[src/design/dfs_pkg.sv]
// Constants, codes and carrier types for the dual queue flag block.
// Assumes both port clocks arrive as plain inputs sampled by ref_clk.
// Summary of operation
// Port A empty clears after port B write
// Narrow port B write counts at last piece
// Port A full clears after port B read
// Narrow port B read counts at last piece
// Port B full clears after port A read
// Port B full sets on last piece write
// Port B almost-empty clears after port A write
// Port B almost-empty sets on last piece read
// Port A almost-empty clears after port B write
// Port A almost-empty skew from last piece write
// Port A almost-full clears after port B read
// Port B almost-full clears after A read, last piece
// Both size selects low pick long word
// A-to-B queue access select codes
// B-to-A queue access select codes
// Parity generation select low disables it (no parity logic here; parity_gen_en is unused)
// Port B empty sets on last piece read
// Both size selects high pick mailbox
// Full flags set on writer's own edge
// Empty flags set on reader's own edge
package dfs_pkg;
    // ==========================================
    // Widths and depth
    localparam int DATA_W = 36;
    localparam int DEPTH = 16;
    localparam int LVL_W = 5;
    localparam int WORD_W = 18;
    localparam int BYTE_W = 9;
    localparam logic [LVL_W-1:0] LVL_DEPTH = 5'h10;
    localparam logic [DATA_W-1:0] DATA_RESET = 36'h0_0000_0000;

    // ==========================================
    // Port B size codes, {hi, lo}
    localparam logic [1:0] SIZ_LONG = 2'h0;
    localparam logic [1:0] SIZ_WORD = 2'h1;
    localparam logic [1:0] SIZ_BYTE = 2'h2;
    localparam logic [1:0] SIZ_MAIL = 2'h3;
    localparam logic [1:0] LAST_LONG = 2'h0;
    localparam logic [1:0] LAST_WORD = 2'h1;
    localparam logic [1:0] LAST_BYTE = 2'h3;

    // ==========================================
    // Carriers
    typedef struct packed {
        logic select_n;
        logic direction;
        logic mailbox_sel;
        logic parity_gen_en;
    } dfs_port_ctl_t;

    typedef struct packed {
        logic empty;
        logic almost_empty;
        logic full;
        logic almost_full;
    } dfs_flags_t;
endpackage : dfs_pkg

[src/design/dfs_queue.sv]
// Parameterised storage queue with valid/ready on both sides.
// Assumes a single clock and synchronous active-high reset.
`timescale 1ns/1ns
module dfs_queue #(
    parameter int WIDTH = 36,
    parameter int QDEPTH = 16,
    parameter int PTR_W = $clog2(QDEPTH),
    parameter int CNT_W = $clog2(QDEPTH + 1)
) (
    // Clock and reset
    input wire logic ref_clk,
    input wire logic rst,
    // Fill side
    input wire logic wr_valid,
    output logic wr_ready,
    input wire logic [WIDTH-1:0] wr_data,
    // Drain side
    output logic rd_valid,
    input wire logic rd_ready,
    output logic [WIDTH-1:0] rd_data,
    // Occupancy
    output logic [CNT_W-1:0] level
);
    // ==========================================
    // Storage and pointers
    logic [WIDTH-1:0] mem_reg [QDEPTH];
    logic [PTR_W-1:0] wr_ptr_reg;
    logic [PTR_W-1:0] rd_ptr_reg;
    logic [CNT_W-1:0] level_reg;
    wire logic push = wr_valid && wr_ready;
    wire logic pop = rd_valid && rd_ready;

    assign wr_ready = (level_reg != CNT_W'(QDEPTH));
    assign rd_valid = (level_reg != '0);
    // Array is flip-flops, so the head word is read straight from a register
    assign rd_data = mem_reg[rd_ptr_reg];
    assign level = level_reg;

    always_ff @(posedge ref_clk) begin
        if (push) begin
            mem_reg[wr_ptr_reg] <= wr_data;
        end
    end

    always_ff @(posedge ref_clk) begin
        if (rst) begin
            wr_ptr_reg <= '0;
            rd_ptr_reg <= '0;
            level_reg <= '0;
        end else begin
            if (push) begin
                wr_ptr_reg <= (wr_ptr_reg == PTR_W'(QDEPTH - 1)) ? '0 : PTR_W'(wr_ptr_reg + 1'b1);
            end
            if (pop) begin
                rd_ptr_reg <= (rd_ptr_reg == PTR_W'(QDEPTH - 1)) ? '0 : PTR_W'(rd_ptr_reg + 1'b1);
            end
            level_reg <= CNT_W'(level_reg + CNT_W'(push) - CNT_W'(pop));
        end
    end
endmodule : dfs_queue

[src/design/dfs_flag_sync.sv]
// Two opposing queues with per-port status flags and port B bus sizing.
// Assumes port clocks are plain inputs, far slower than ref_clk, sampled as synchronous.
`timescale 1ns/1ns
module dfs_flag_sync
    import dfs_pkg::*;
(
    // System
    input wire logic ref_clk,
    input wire logic rst,
    // Port clocks, sampled
    input wire logic port_a_clock,
    input wire logic port_b_clock,
    // Port A control and data
    input wire dfs_port_ctl_t port_a_ctl,
    input wire logic port_a_enable,
    input wire logic [DATA_W-1:0] port_a_data_in,
    output logic [DATA_W-1:0] port_a_data_out,
    // Port B control and data
    input wire dfs_port_ctl_t port_b_ctl,
    input wire logic port_b_enable,
    input wire logic bus_size_sel_lo,
    input wire logic bus_size_sel_hi,
    input wire logic [DATA_W-1:0] port_b_data_in,
    output logic [DATA_W-1:0] port_b_data_out,
    // Programmable offsets
    input wire logic [LVL_W-1:0] almost_empty_offset,
    input wire logic [LVL_W-1:0] almost_full_offset,
    // Port A flags
    output logic empty_flag_port_a,
    output logic almost_empty_port_a,
    output logic full_flag_port_a,
    output logic almost_full_port_a,
    // Port B flags
    output logic empty_flag_port_b,
    output logic almost_empty_port_b,
    output logic full_flag_port_b,
    output logic almost_full_port_b
);
    // ==========================================
    // Port clock edge enables
    logic a_clk_q_reg;
    logic b_clk_q_reg;
    wire logic a_edge = port_a_clock && !a_clk_q_reg;
    wire logic b_edge = port_b_clock && !b_clk_q_reg;

    always_ff @(posedge ref_clk) begin
        if (rst) begin
            a_clk_q_reg <= 1'b0;
            b_clk_q_reg <= 1'b0;
        end else begin
            a_clk_q_reg <= port_a_clock;
            b_clk_q_reg <= port_b_clock;
        end
    end

    // ==========================================
    // Access decode
    wire logic [1:0] b_size = {bus_size_sel_hi, bus_size_sel_lo};
    wire logic b_is_mail = (b_size == SIZ_MAIL);
    wire logic a_fifo_sel = !port_a_ctl.select_n && !port_a_ctl.mailbox_sel && port_a_enable;
    wire logic b_fifo_sel = !port_b_ctl.select_n && !port_b_ctl.mailbox_sel && port_b_enable && !b_is_mail;
    wire logic a_wr_req = a_edge && a_fifo_sel && port_a_ctl.direction;
    wire logic b_rd_req = b_edge && b_fifo_sel && !port_b_ctl.direction;
    wire logic b_wr_req = b_edge && b_fifo_sel && port_b_ctl.direction;
    wire logic a_rd_req = a_edge && a_fifo_sel && !port_a_ctl.direction;

    // ==========================================
    // Port B piece sequencing
    logic [1:0] b_wr_idx_reg;
    logic [1:0] b_rd_idx_reg;
    logic [1:0] b_size_q_reg;
    logic [DATA_W-1:0] b_wr_buf_reg;
    wire logic [1:0] b_last_idx = (b_size == SIZ_WORD) ? LAST_WORD :
                                  (b_size == SIZ_BYTE) ? LAST_BYTE : LAST_LONG;
    wire logic b_size_changed = (b_size != b_size_q_reg);
    // A size change restarts the long word at once, so an access on that edge is its first piece
    wire logic [1:0] b_wr_idx = b_size_changed ? 2'h0 : b_wr_idx_reg;
    wire logic [1:0] b_rd_idx = b_size_changed ? 2'h0 : b_rd_idx_reg;
    wire logic b_wr_last = (b_wr_idx == b_last_idx);
    wire logic b_rd_last = (b_rd_idx == b_last_idx);

    // A partial long word is dropped if the size code changes mid-way
    wire logic [DATA_W-1:0] b_word_pack = {b_wr_buf_reg[WORD_W-1:0], port_b_data_in[WORD_W-1:0]};
    wire logic [DATA_W-1:0] b_byte_pack = {b_wr_buf_reg[DATA_W-BYTE_W-1:0], port_b_data_in[BYTE_W-1:0]};
    wire logic [DATA_W-1:0] b_pack = (b_size == SIZ_WORD) ? b_word_pack :
                                     (b_size == SIZ_BYTE) ? b_byte_pack : port_b_data_in;

    // ==========================================
    // Queues
    logic ab_wr_ready;
    logic ab_rd_valid;
    logic [DATA_W-1:0] ab_rd_data;
    logic [LVL_W-1:0] ab_level;
    logic ba_wr_ready;
    logic ba_rd_valid;
    logic [DATA_W-1:0] ba_rd_data;
    logic [LVL_W-1:0] ba_level;

    // Writes to a full queue and reads of an empty one are ignored
    wire logic ab_push = a_wr_req && ab_wr_ready;
    wire logic ab_take = b_rd_req && ab_rd_valid;
    wire logic ab_pop = ab_take && b_rd_last;
    wire logic ba_take = b_wr_req && ba_wr_ready;
    wire logic ba_push = ba_take && b_wr_last;
    wire logic ba_pop = a_rd_req && ba_rd_valid;

    dfs_queue #(
        .WIDTH(DATA_W),
        .QDEPTH(DEPTH)
    ) u_a_to_b_queue (
        .ref_clk(ref_clk),
        .rst(rst),
        .wr_valid(ab_push),
        .wr_ready(ab_wr_ready),
        .wr_data(port_a_data_in),
        .rd_valid(ab_rd_valid),
        .rd_ready(ab_pop),
        .rd_data(ab_rd_data),
        .level(ab_level)
    );

    dfs_queue #(
        .WIDTH(DATA_W),
        .QDEPTH(DEPTH)
    ) u_b_to_a_queue (
        .ref_clk(ref_clk),
        .rst(rst),
        .wr_valid(ba_push),
        .wr_ready(ba_wr_ready),
        .wr_data(b_pack),
        .rd_valid(ba_rd_valid),
        .rd_ready(ba_pop),
        .rd_data(ba_rd_data),
        .level(ba_level)
    );

    always_ff @(posedge ref_clk) begin
        if (rst) begin
            b_wr_idx_reg <= 2'h0;
            b_rd_idx_reg <= 2'h0;
        end else begin
            if (ba_take) begin
                b_wr_idx_reg <= b_wr_last ? 2'h0 : 2'(b_wr_idx + 1'b1);
            end else if (b_size_changed) begin
                b_wr_idx_reg <= 2'h0;
            end
            if (ab_take) begin
                b_rd_idx_reg <= b_rd_last ? 2'h0 : 2'(b_rd_idx + 1'b1);
            end else if (b_size_changed) begin
                b_rd_idx_reg <= 2'h0;
            end
        end
    end

    always_ff @(posedge ref_clk) begin
        if (rst) begin
            b_size_q_reg <= SIZ_LONG;
            b_wr_buf_reg <= DATA_RESET;
        end else begin
            b_size_q_reg <= b_size;
            if (ba_take && !b_wr_last) begin
                b_wr_buf_reg <= b_pack;
            end
        end
    end

    // ==========================================
    // Read data, big-endian piece order on port B
    wire logic [WORD_W-1:0] ab_word = (b_rd_idx == 2'h0) ? ab_rd_data[DATA_W-1:WORD_W] : ab_rd_data[WORD_W-1:0];
    wire logic [BYTE_W-1:0] ab_byte = ab_rd_data[(3 - b_rd_idx) * BYTE_W +: BYTE_W];
    // Unused lanes keep the previous output so narrow reads leave them stable
    wire logic [DATA_W-1:0] b_out_next = (b_size == SIZ_WORD) ? {port_b_data_out[DATA_W-1:WORD_W], ab_word} :
                                         (b_size == SIZ_BYTE) ? {port_b_data_out[DATA_W-1:BYTE_W], ab_byte} :
                                         ab_rd_data;

    always_ff @(posedge ref_clk) begin
        if (rst) begin
            port_a_data_out <= DATA_RESET;
            port_b_data_out <= DATA_RESET;
        end else begin
            if (ba_pop) begin
                port_a_data_out <= ba_rd_data;
            end
            if (ab_take) begin
                port_b_data_out <= b_out_next;
            end
        end
    end

    // ==========================================
    // Flags
    // Level after this ref_clk edge, so an own-port access shows at once
    wire logic [LVL_W-1:0] ab_level_next = LVL_W'(ab_level + LVL_W'(ab_push) - LVL_W'(ab_pop));
    wire logic [LVL_W-1:0] ba_level_next = LVL_W'(ba_level + LVL_W'(ba_push) - LVL_W'(ba_pop));
    wire logic [LVL_W-1:0] af_mark = LVL_W'(LVL_DEPTH - almost_full_offset);

    wire dfs_flags_t ab_flags_next = '{
        empty: (ab_level_next == '0),
        almost_empty: (ab_level_next <= almost_empty_offset),
        full: (ab_level_next == LVL_DEPTH),
        almost_full: (ab_level_next >= af_mark)
    };
    wire dfs_flags_t ba_flags_next = '{
        empty: (ba_level_next == '0),
        almost_empty: (ba_level_next <= almost_empty_offset),
        full: (ba_level_next == LVL_DEPTH),
        almost_full: (ba_level_next >= af_mark)
    };

    // Flags move only on their own port's edge; the far side's change is
    // picked up at the next such edge, never between port clocks
    always_ff @(posedge ref_clk) begin
        if (rst) begin
            full_flag_port_a <= 1'b0;
            almost_full_port_a <= 1'b0;
            empty_flag_port_a <= 1'b1;
            almost_empty_port_a <= 1'b1;
        end else if (a_edge) begin
            full_flag_port_a <= ab_flags_next.full;
            almost_full_port_a <= ab_flags_next.almost_full;
            empty_flag_port_a <= ba_flags_next.empty;
            almost_empty_port_a <= ba_flags_next.almost_empty;
        end
    end

    always_ff @(posedge ref_clk) begin
        if (rst) begin
            full_flag_port_b <= 1'b0;
            almost_full_port_b <= 1'b0;
            empty_flag_port_b <= 1'b1;
            almost_empty_port_b <= 1'b1;
        end else if (b_edge) begin
            full_flag_port_b <= ba_flags_next.full;
            almost_full_port_b <= ba_flags_next.almost_full;
            empty_flag_port_b <= ab_flags_next.empty;
            almost_empty_port_b <= ab_flags_next.almost_empty;
        end
    end
endmodule : dfs_flag_sync

[config.mk]
export PLATFORM = sky130hd
export DESIGN_NAME = dfs_flag_sync
export DESIGN_NICKNAME = d
export VERILOG_FILES = /design/src/design/dfs_pkg.sv /design/src/design/dfs_queue.sv /design/src/design/dfs_flag_sync.sv
export SDC_FILE = /design/constraint.sdc
export NUM_CORES = 1
export LEC_CHECK = 0
export ABC_AREA = 1
export ABC_CLOCK_PERIOD_IN_PS = 5650
export BUFFER_PORTS_ARGS = -buffer_cell sky130_fd_sc_hd__buf_4
export CAP_MARGIN = 20
export CELL_PAD_IN_SITES_DETAIL_PLACEMENT = 0
export CELL_PAD_IN_SITES_GLOBAL_PLACEMENT = 1
export CORE_ASPECT_RATIO = 0.6
export CORE_MARGIN = 3
export CORE_UTILIZATION = 51
export CTS_BUF_LIST = sky130_fd_sc_hd__clkbuf_4 sky130_fd_sc_hd__clkbuf_8 sky130_fd_sc_hd__clkbuf_16
export DETAILED_ROUTE_END_ITERATION = 8
export PLACE_DENSITY_LB_ADDON = 0.1
export SYNTH_ARGS = -nofsm -noshare
export SYNTH_HDL_FRONTEND = slang
export SYNTH_SLANG_ARGS = --single-unit
export TNS_END_PERCENT = 100
[constraint.sdc]
create_clock -name ref_clk -period 5.65 [get_ports ref_clk]
set_input_delay 0.565 -clock ref_clk [delete_from_list [all_inputs] [get_ports ref_clk]]
set_output_delay 0.565 -clock ref_clk [all_outputs]
set_load 0.03 [all_outputs]
==> out/summary.log <==
[finish] final-stage net count 4524
[pwr] Comb pwr share 2.9%
[sta] final-report max-slew violation count 0
[clock_network] maximum level of the CTS H-tree 3
[worst_setup_path] most prevalent standard cell on the critical path ha_1
[sta] transition time at the pin with the least slew margin 1.141 ns
[sta] Period Utilization, post-route 68.66%
[pwr] share of total power in the clock network 42.8%
[synthesis] Synth warnings 0
[worst_setup_path] Startpoint Class flop
[routing] Pre-antenna DRT Iters 6
[sta] worst slew slack as a fraction of its limit 23.72%
[floorplan] Die ar. 106300 µm²
[routing] Vias 34427
[placement] dpl ws 1.308 ns
[pwr] total net switching power 3960 µW
[worst_setup_path] Arrival @ worst endpoint 4.54 ns
[worst_setup_path] critical path capture point type flop
[synthesis] arithmetic-cell share of the synthesized area counting full adders, half adders and majority gates 1.376%
[run_status] result of the run completed
[min_path] worst hold endpoint a_clk_q_reg
[worst_setup_path] worst r2r path cells 18
[synthesis] post-synthesis sequential area ratio 71.85%
[worst_setup_path] capture instance of the worst register-to-register path almost_empty_port_b
[sta] final hold violation count 0
[global_routing] maximum number of pins on one net before global-route repair 191
[sta] Final Skew 0.01875 ns
[sta] Max Fclk 257.8 MHz
[routing] violation count after the first detailed-route iteration 4097
[min_path] Min-Delay Path Depth 3
[worst_setup_path] register-to-register setup slack 1.77 ns
[worst_setup_path] critical register-to-register path startpoint b_clk_q_reg
[pwr] Leak Pwr 0.02029 µW
[worst_setup_path] highest net fanout along the worst path 11
[pwr] Internal 15320 µW
[clock_network] CTS Buffer Depth 3
[sta] setup TNS 0 ns
[global_routing] fraction of met1 tracks used by global routing 44.23%
[worst_setup_path] required time at the worst-slack endpoint 6.32 ns
[pwr] VDD IR max 0.2748 mV
[finish] multi-input combinational cell area 12980 µm²
[placement] final HPWL from detailed placement 82050 µm
[synthesis] area of the mapped netlist 52180 µm²
[placement] final weighted congestion in routability-driven placement 0.8507
[clock_network] total setup buffers inserted after CTS 0
[floorplan] number of I/O pins 178
[pwr] switching share of power 20.54%
[synthesis] number of enable flip-flop cells after synthesis 1152
[global_routing] global-route wire length before repair 214300 µm
[min_path] type of the tightest min-delay check input port to flop
[synthesis] total of flip-flops plus latches after synthesis 1297
[synthesis] Async S/R FF share, synth 0%
[synthesis] dominant combinational cell family by area after synthesis compound AO/OA/AOI/OAI gates
[pwr] P per Cell Area 327.0 nW/µm²
[sta] minimum clock period 3.879 ns
[worst_setup_path] start-to-end type of the worst setup path flop to flop
[flow_run] MaxCap Viol Count 0
[synthesis] per-instance average area after synthesis 12.23 µm²
[worst_setup_path] cells along the critical path nor2_2 > inv_2 > nor4_2 > nand3_1 > buf_4 > nor3_1 > ha_1 > inv_1 > ha_1 > fa_1 > a31oi_1 > xor2_1 > ha_1 > a21oi_1 > o21ai_0 > o22ai_1 > nand2_1 > nand2_1
[routing] Total Routed Length 146400 µm
[clock_network] clock insertion delay at the later pin of the skew report 0.73 ns
[finish] sequential standard cell area 37520 µm²
[synthesis] synthesized-area fraction occupied by and/or/nand/nor cells 9.516%
[placement] total of buffers placed on input and output ports 175
[floorplan] Die Ht 253.8 µm
[floorplan] floorplan die width 419.0 µm
[clock_network] number of buffers added to fix hold violations after cts 0
[min_path] start point of the worst min-delay path port_a_clock
[clock_network] clock sink count 1297
[floorplan] Initial Util 51.66%
[finish] top library cells by usage in the layout, fill and taps aside 1152 x edfxtp_1, 675 x nor2_1, 652 x o21ai_0
[finish] commonest non-fill, non-tap cell in the layout edfxtp_1
[synthesis] number of distinct library cell variants in the gate-level netlist after synthesis 41
[synthesis] post-synthesis cell count 4267
[routing] average routed wire per standard cell 25.18 µm
[worst_setup_path] biggest cell delay along the critical path 0.44 ns
[clock_network] Num CTS Buffers 115
[global_routing] met3 demand-to-capacity share in global routing 5.455%
[floorplan] placeable core area 101000 µm²
[synthesis] mux contribution to synthesized area 0%
[routing] average via count per standard cell 5.922
[global_routing] GR met2 Demand/Resource 37.75%
[global_routing] final global-route overflow total 0
[clock_network] clock tree root buffer cell clkbuf_16
[global_routing] Most Crowded Layer GR met1
[finish] synthesis-to-layout area growth 13.01%
[routing] antenna-violating nets left 0
[sta] RSZ-0062 raised after global routing false
[finish] share of final-layout standard cells stronger than drive strength 1 11.79%
[floorplan] number of rows in the core area 90
[global_routing] overall routing resource usage 27.30%
[worst_setup_path] slowest stage cell, crit path fa_1
[sta] Final WS setup 1.771 ns
[synthesis] net count after synthesis 4420
[sta] Setup Viol. Count Final 0
[clock_network] clock-pin slew of the registers on the worst-case setup and hold paths 0.06 ns
[clock_network] CTS tree done
[synthesis] xor and xnor fraction of the mapped netlist area 0.3692%
[global_routing] vias in the first global route 31695
[global_routing] number of antenna violations at the first check in global routing 11
[routing] DRC violation count after routing 0
[synthesis] Most used DFF post-synth edfxtp_1
[clock_network] number of gates resized after cts 0
[synthesis] post-synthesis compound-gate area fraction 13.13%
[finish] number of fill cells in the layout 8207
[pwr] power share of the sequential group 54.3%
[power by group through the flow]
stage               combinational, µW  clock (µW)  sequential, µW
global route                      618        8730           10500
global placement                  552           0           10700
floorplan                         255           0           10700
CTS                               559        8330           10500
finish                            562        8250           10500
detailed placement                558           0           10700
[synthesized netlist by cell type, types with 5 or more instances]
master	number	area (µm²)
o21ai_0	652	3263
inv_1	171	641.9
dfxtp_1	145	2903
nand3_1	166	830.8
ha_1	51	638.1
buf_6	11	123.9
nor3_1	7	35.03
o21a_1	14	105.1
a211oi_1	16	120.1
nor2_1	708	2658
a22oi_1	11	82.58
buf_4	17	127.6
clkbuf_1	173	649.4
xnor2_1	7	61.31
o21ai_1	15	75.07
o22ai_1	109	681.9
nand2_1	344	1291
o211ai_1	117	878.3
a21oi_1	126	630.6
o221ai_1	84	735.7
a31oi_1	41	256.5
buf_2	55	275.3
inv_2	7	26.28
buf_1	19	71.32
nand4_1	5	31.28
edfxtp_1	1152	34590
xor2_1	15	131.4
[cell type report]
cell class | count | share of cell area, %
multi-input cells | 2510 | 22.02
inverters | 184 | 1.209
diodes | 8 | 0.03395
clock inverters | 53 | 0.9823
well taps | 1334 | 2.830
clock buffers | 164 | 5.771
flip-flops and latches | 1297 | 63.62
repair buffers | 263 | 3.539
[through the flow]
| step | util, % | hold slack [ns] | std cells | power [µW] | cell area (µm²) |
|---|---|---|---|---|---|
| 2_1_floorplan | - | 0.4273 | 4267 | 10960 | 52180 |
| 3_5_place_dp | 54.39 | 0.4513 | 5586 | 11240 | 54940 |
| 6_report | 58.38 | 0.06920 | 5813 | 19280 | 58970 |
| 3_3_place_gp | 54.37 | 0.4411 | 5584 | 11240 | 54920 |
| 4_1_cts | 58.34 | 0.03171 | 5803 | 19370 | 58930 |
| 5_1_grt | 58.38 | 0.06382 | 5811 | 19820 | 58970 |
[worst max path at each step]
| stage | from | end | depth (start not counted) |
|---|---|---|---|
| after floorplan | port_a_clock | u_a_to_b_queue.mem_reg[7][0] | 6 |
| after global placement | bus_size_sel_lo | almost_empty_port_b | 18 |
| after detailed placement | bus_size_sel_lo | almost_empty_port_b | 18 |
| after CTS | b_clk_q_reg | almost_empty_port_b | 18 |
| after global routing | b_clk_q_reg | almost_empty_port_b | 18 |
| final | b_clk_q_reg | almost_empty_port_b | 18 |
[cells by family after synthesis]
family,after synthesis
buffers and inverters,460
adders and majority gates,55
AOI/OAI and AO/OA,1188
and+or+nand+nor,1245
DFF,1297
xor gates and xnor gates,22
[worst max-delay path, delay by kind of cell, from the launching register on]
| family | cells | cell delay, ns |
|---|---|---|
| flip-flops | 1 | 0.31 |
| AO/OA/AOI/OAI | 4 | 0.66 |
| XOR/XNOR | 1 | 0.19 |
| adder cells (fa/ha/maj) | 4 | 1.11 |
| buffers and inverters | 3 | 0.38 |
| AND/OR/NAND/NOR | 6 | 1.16 |
[layer usage]
metal,part of all wire (%),vias to the layer above
met2,42,1342
met4,1.9,6
met3,8.5,177
met1,48,17095
li1,-,15807
met5,0.033,-
(Power assumes the default switching activity.)
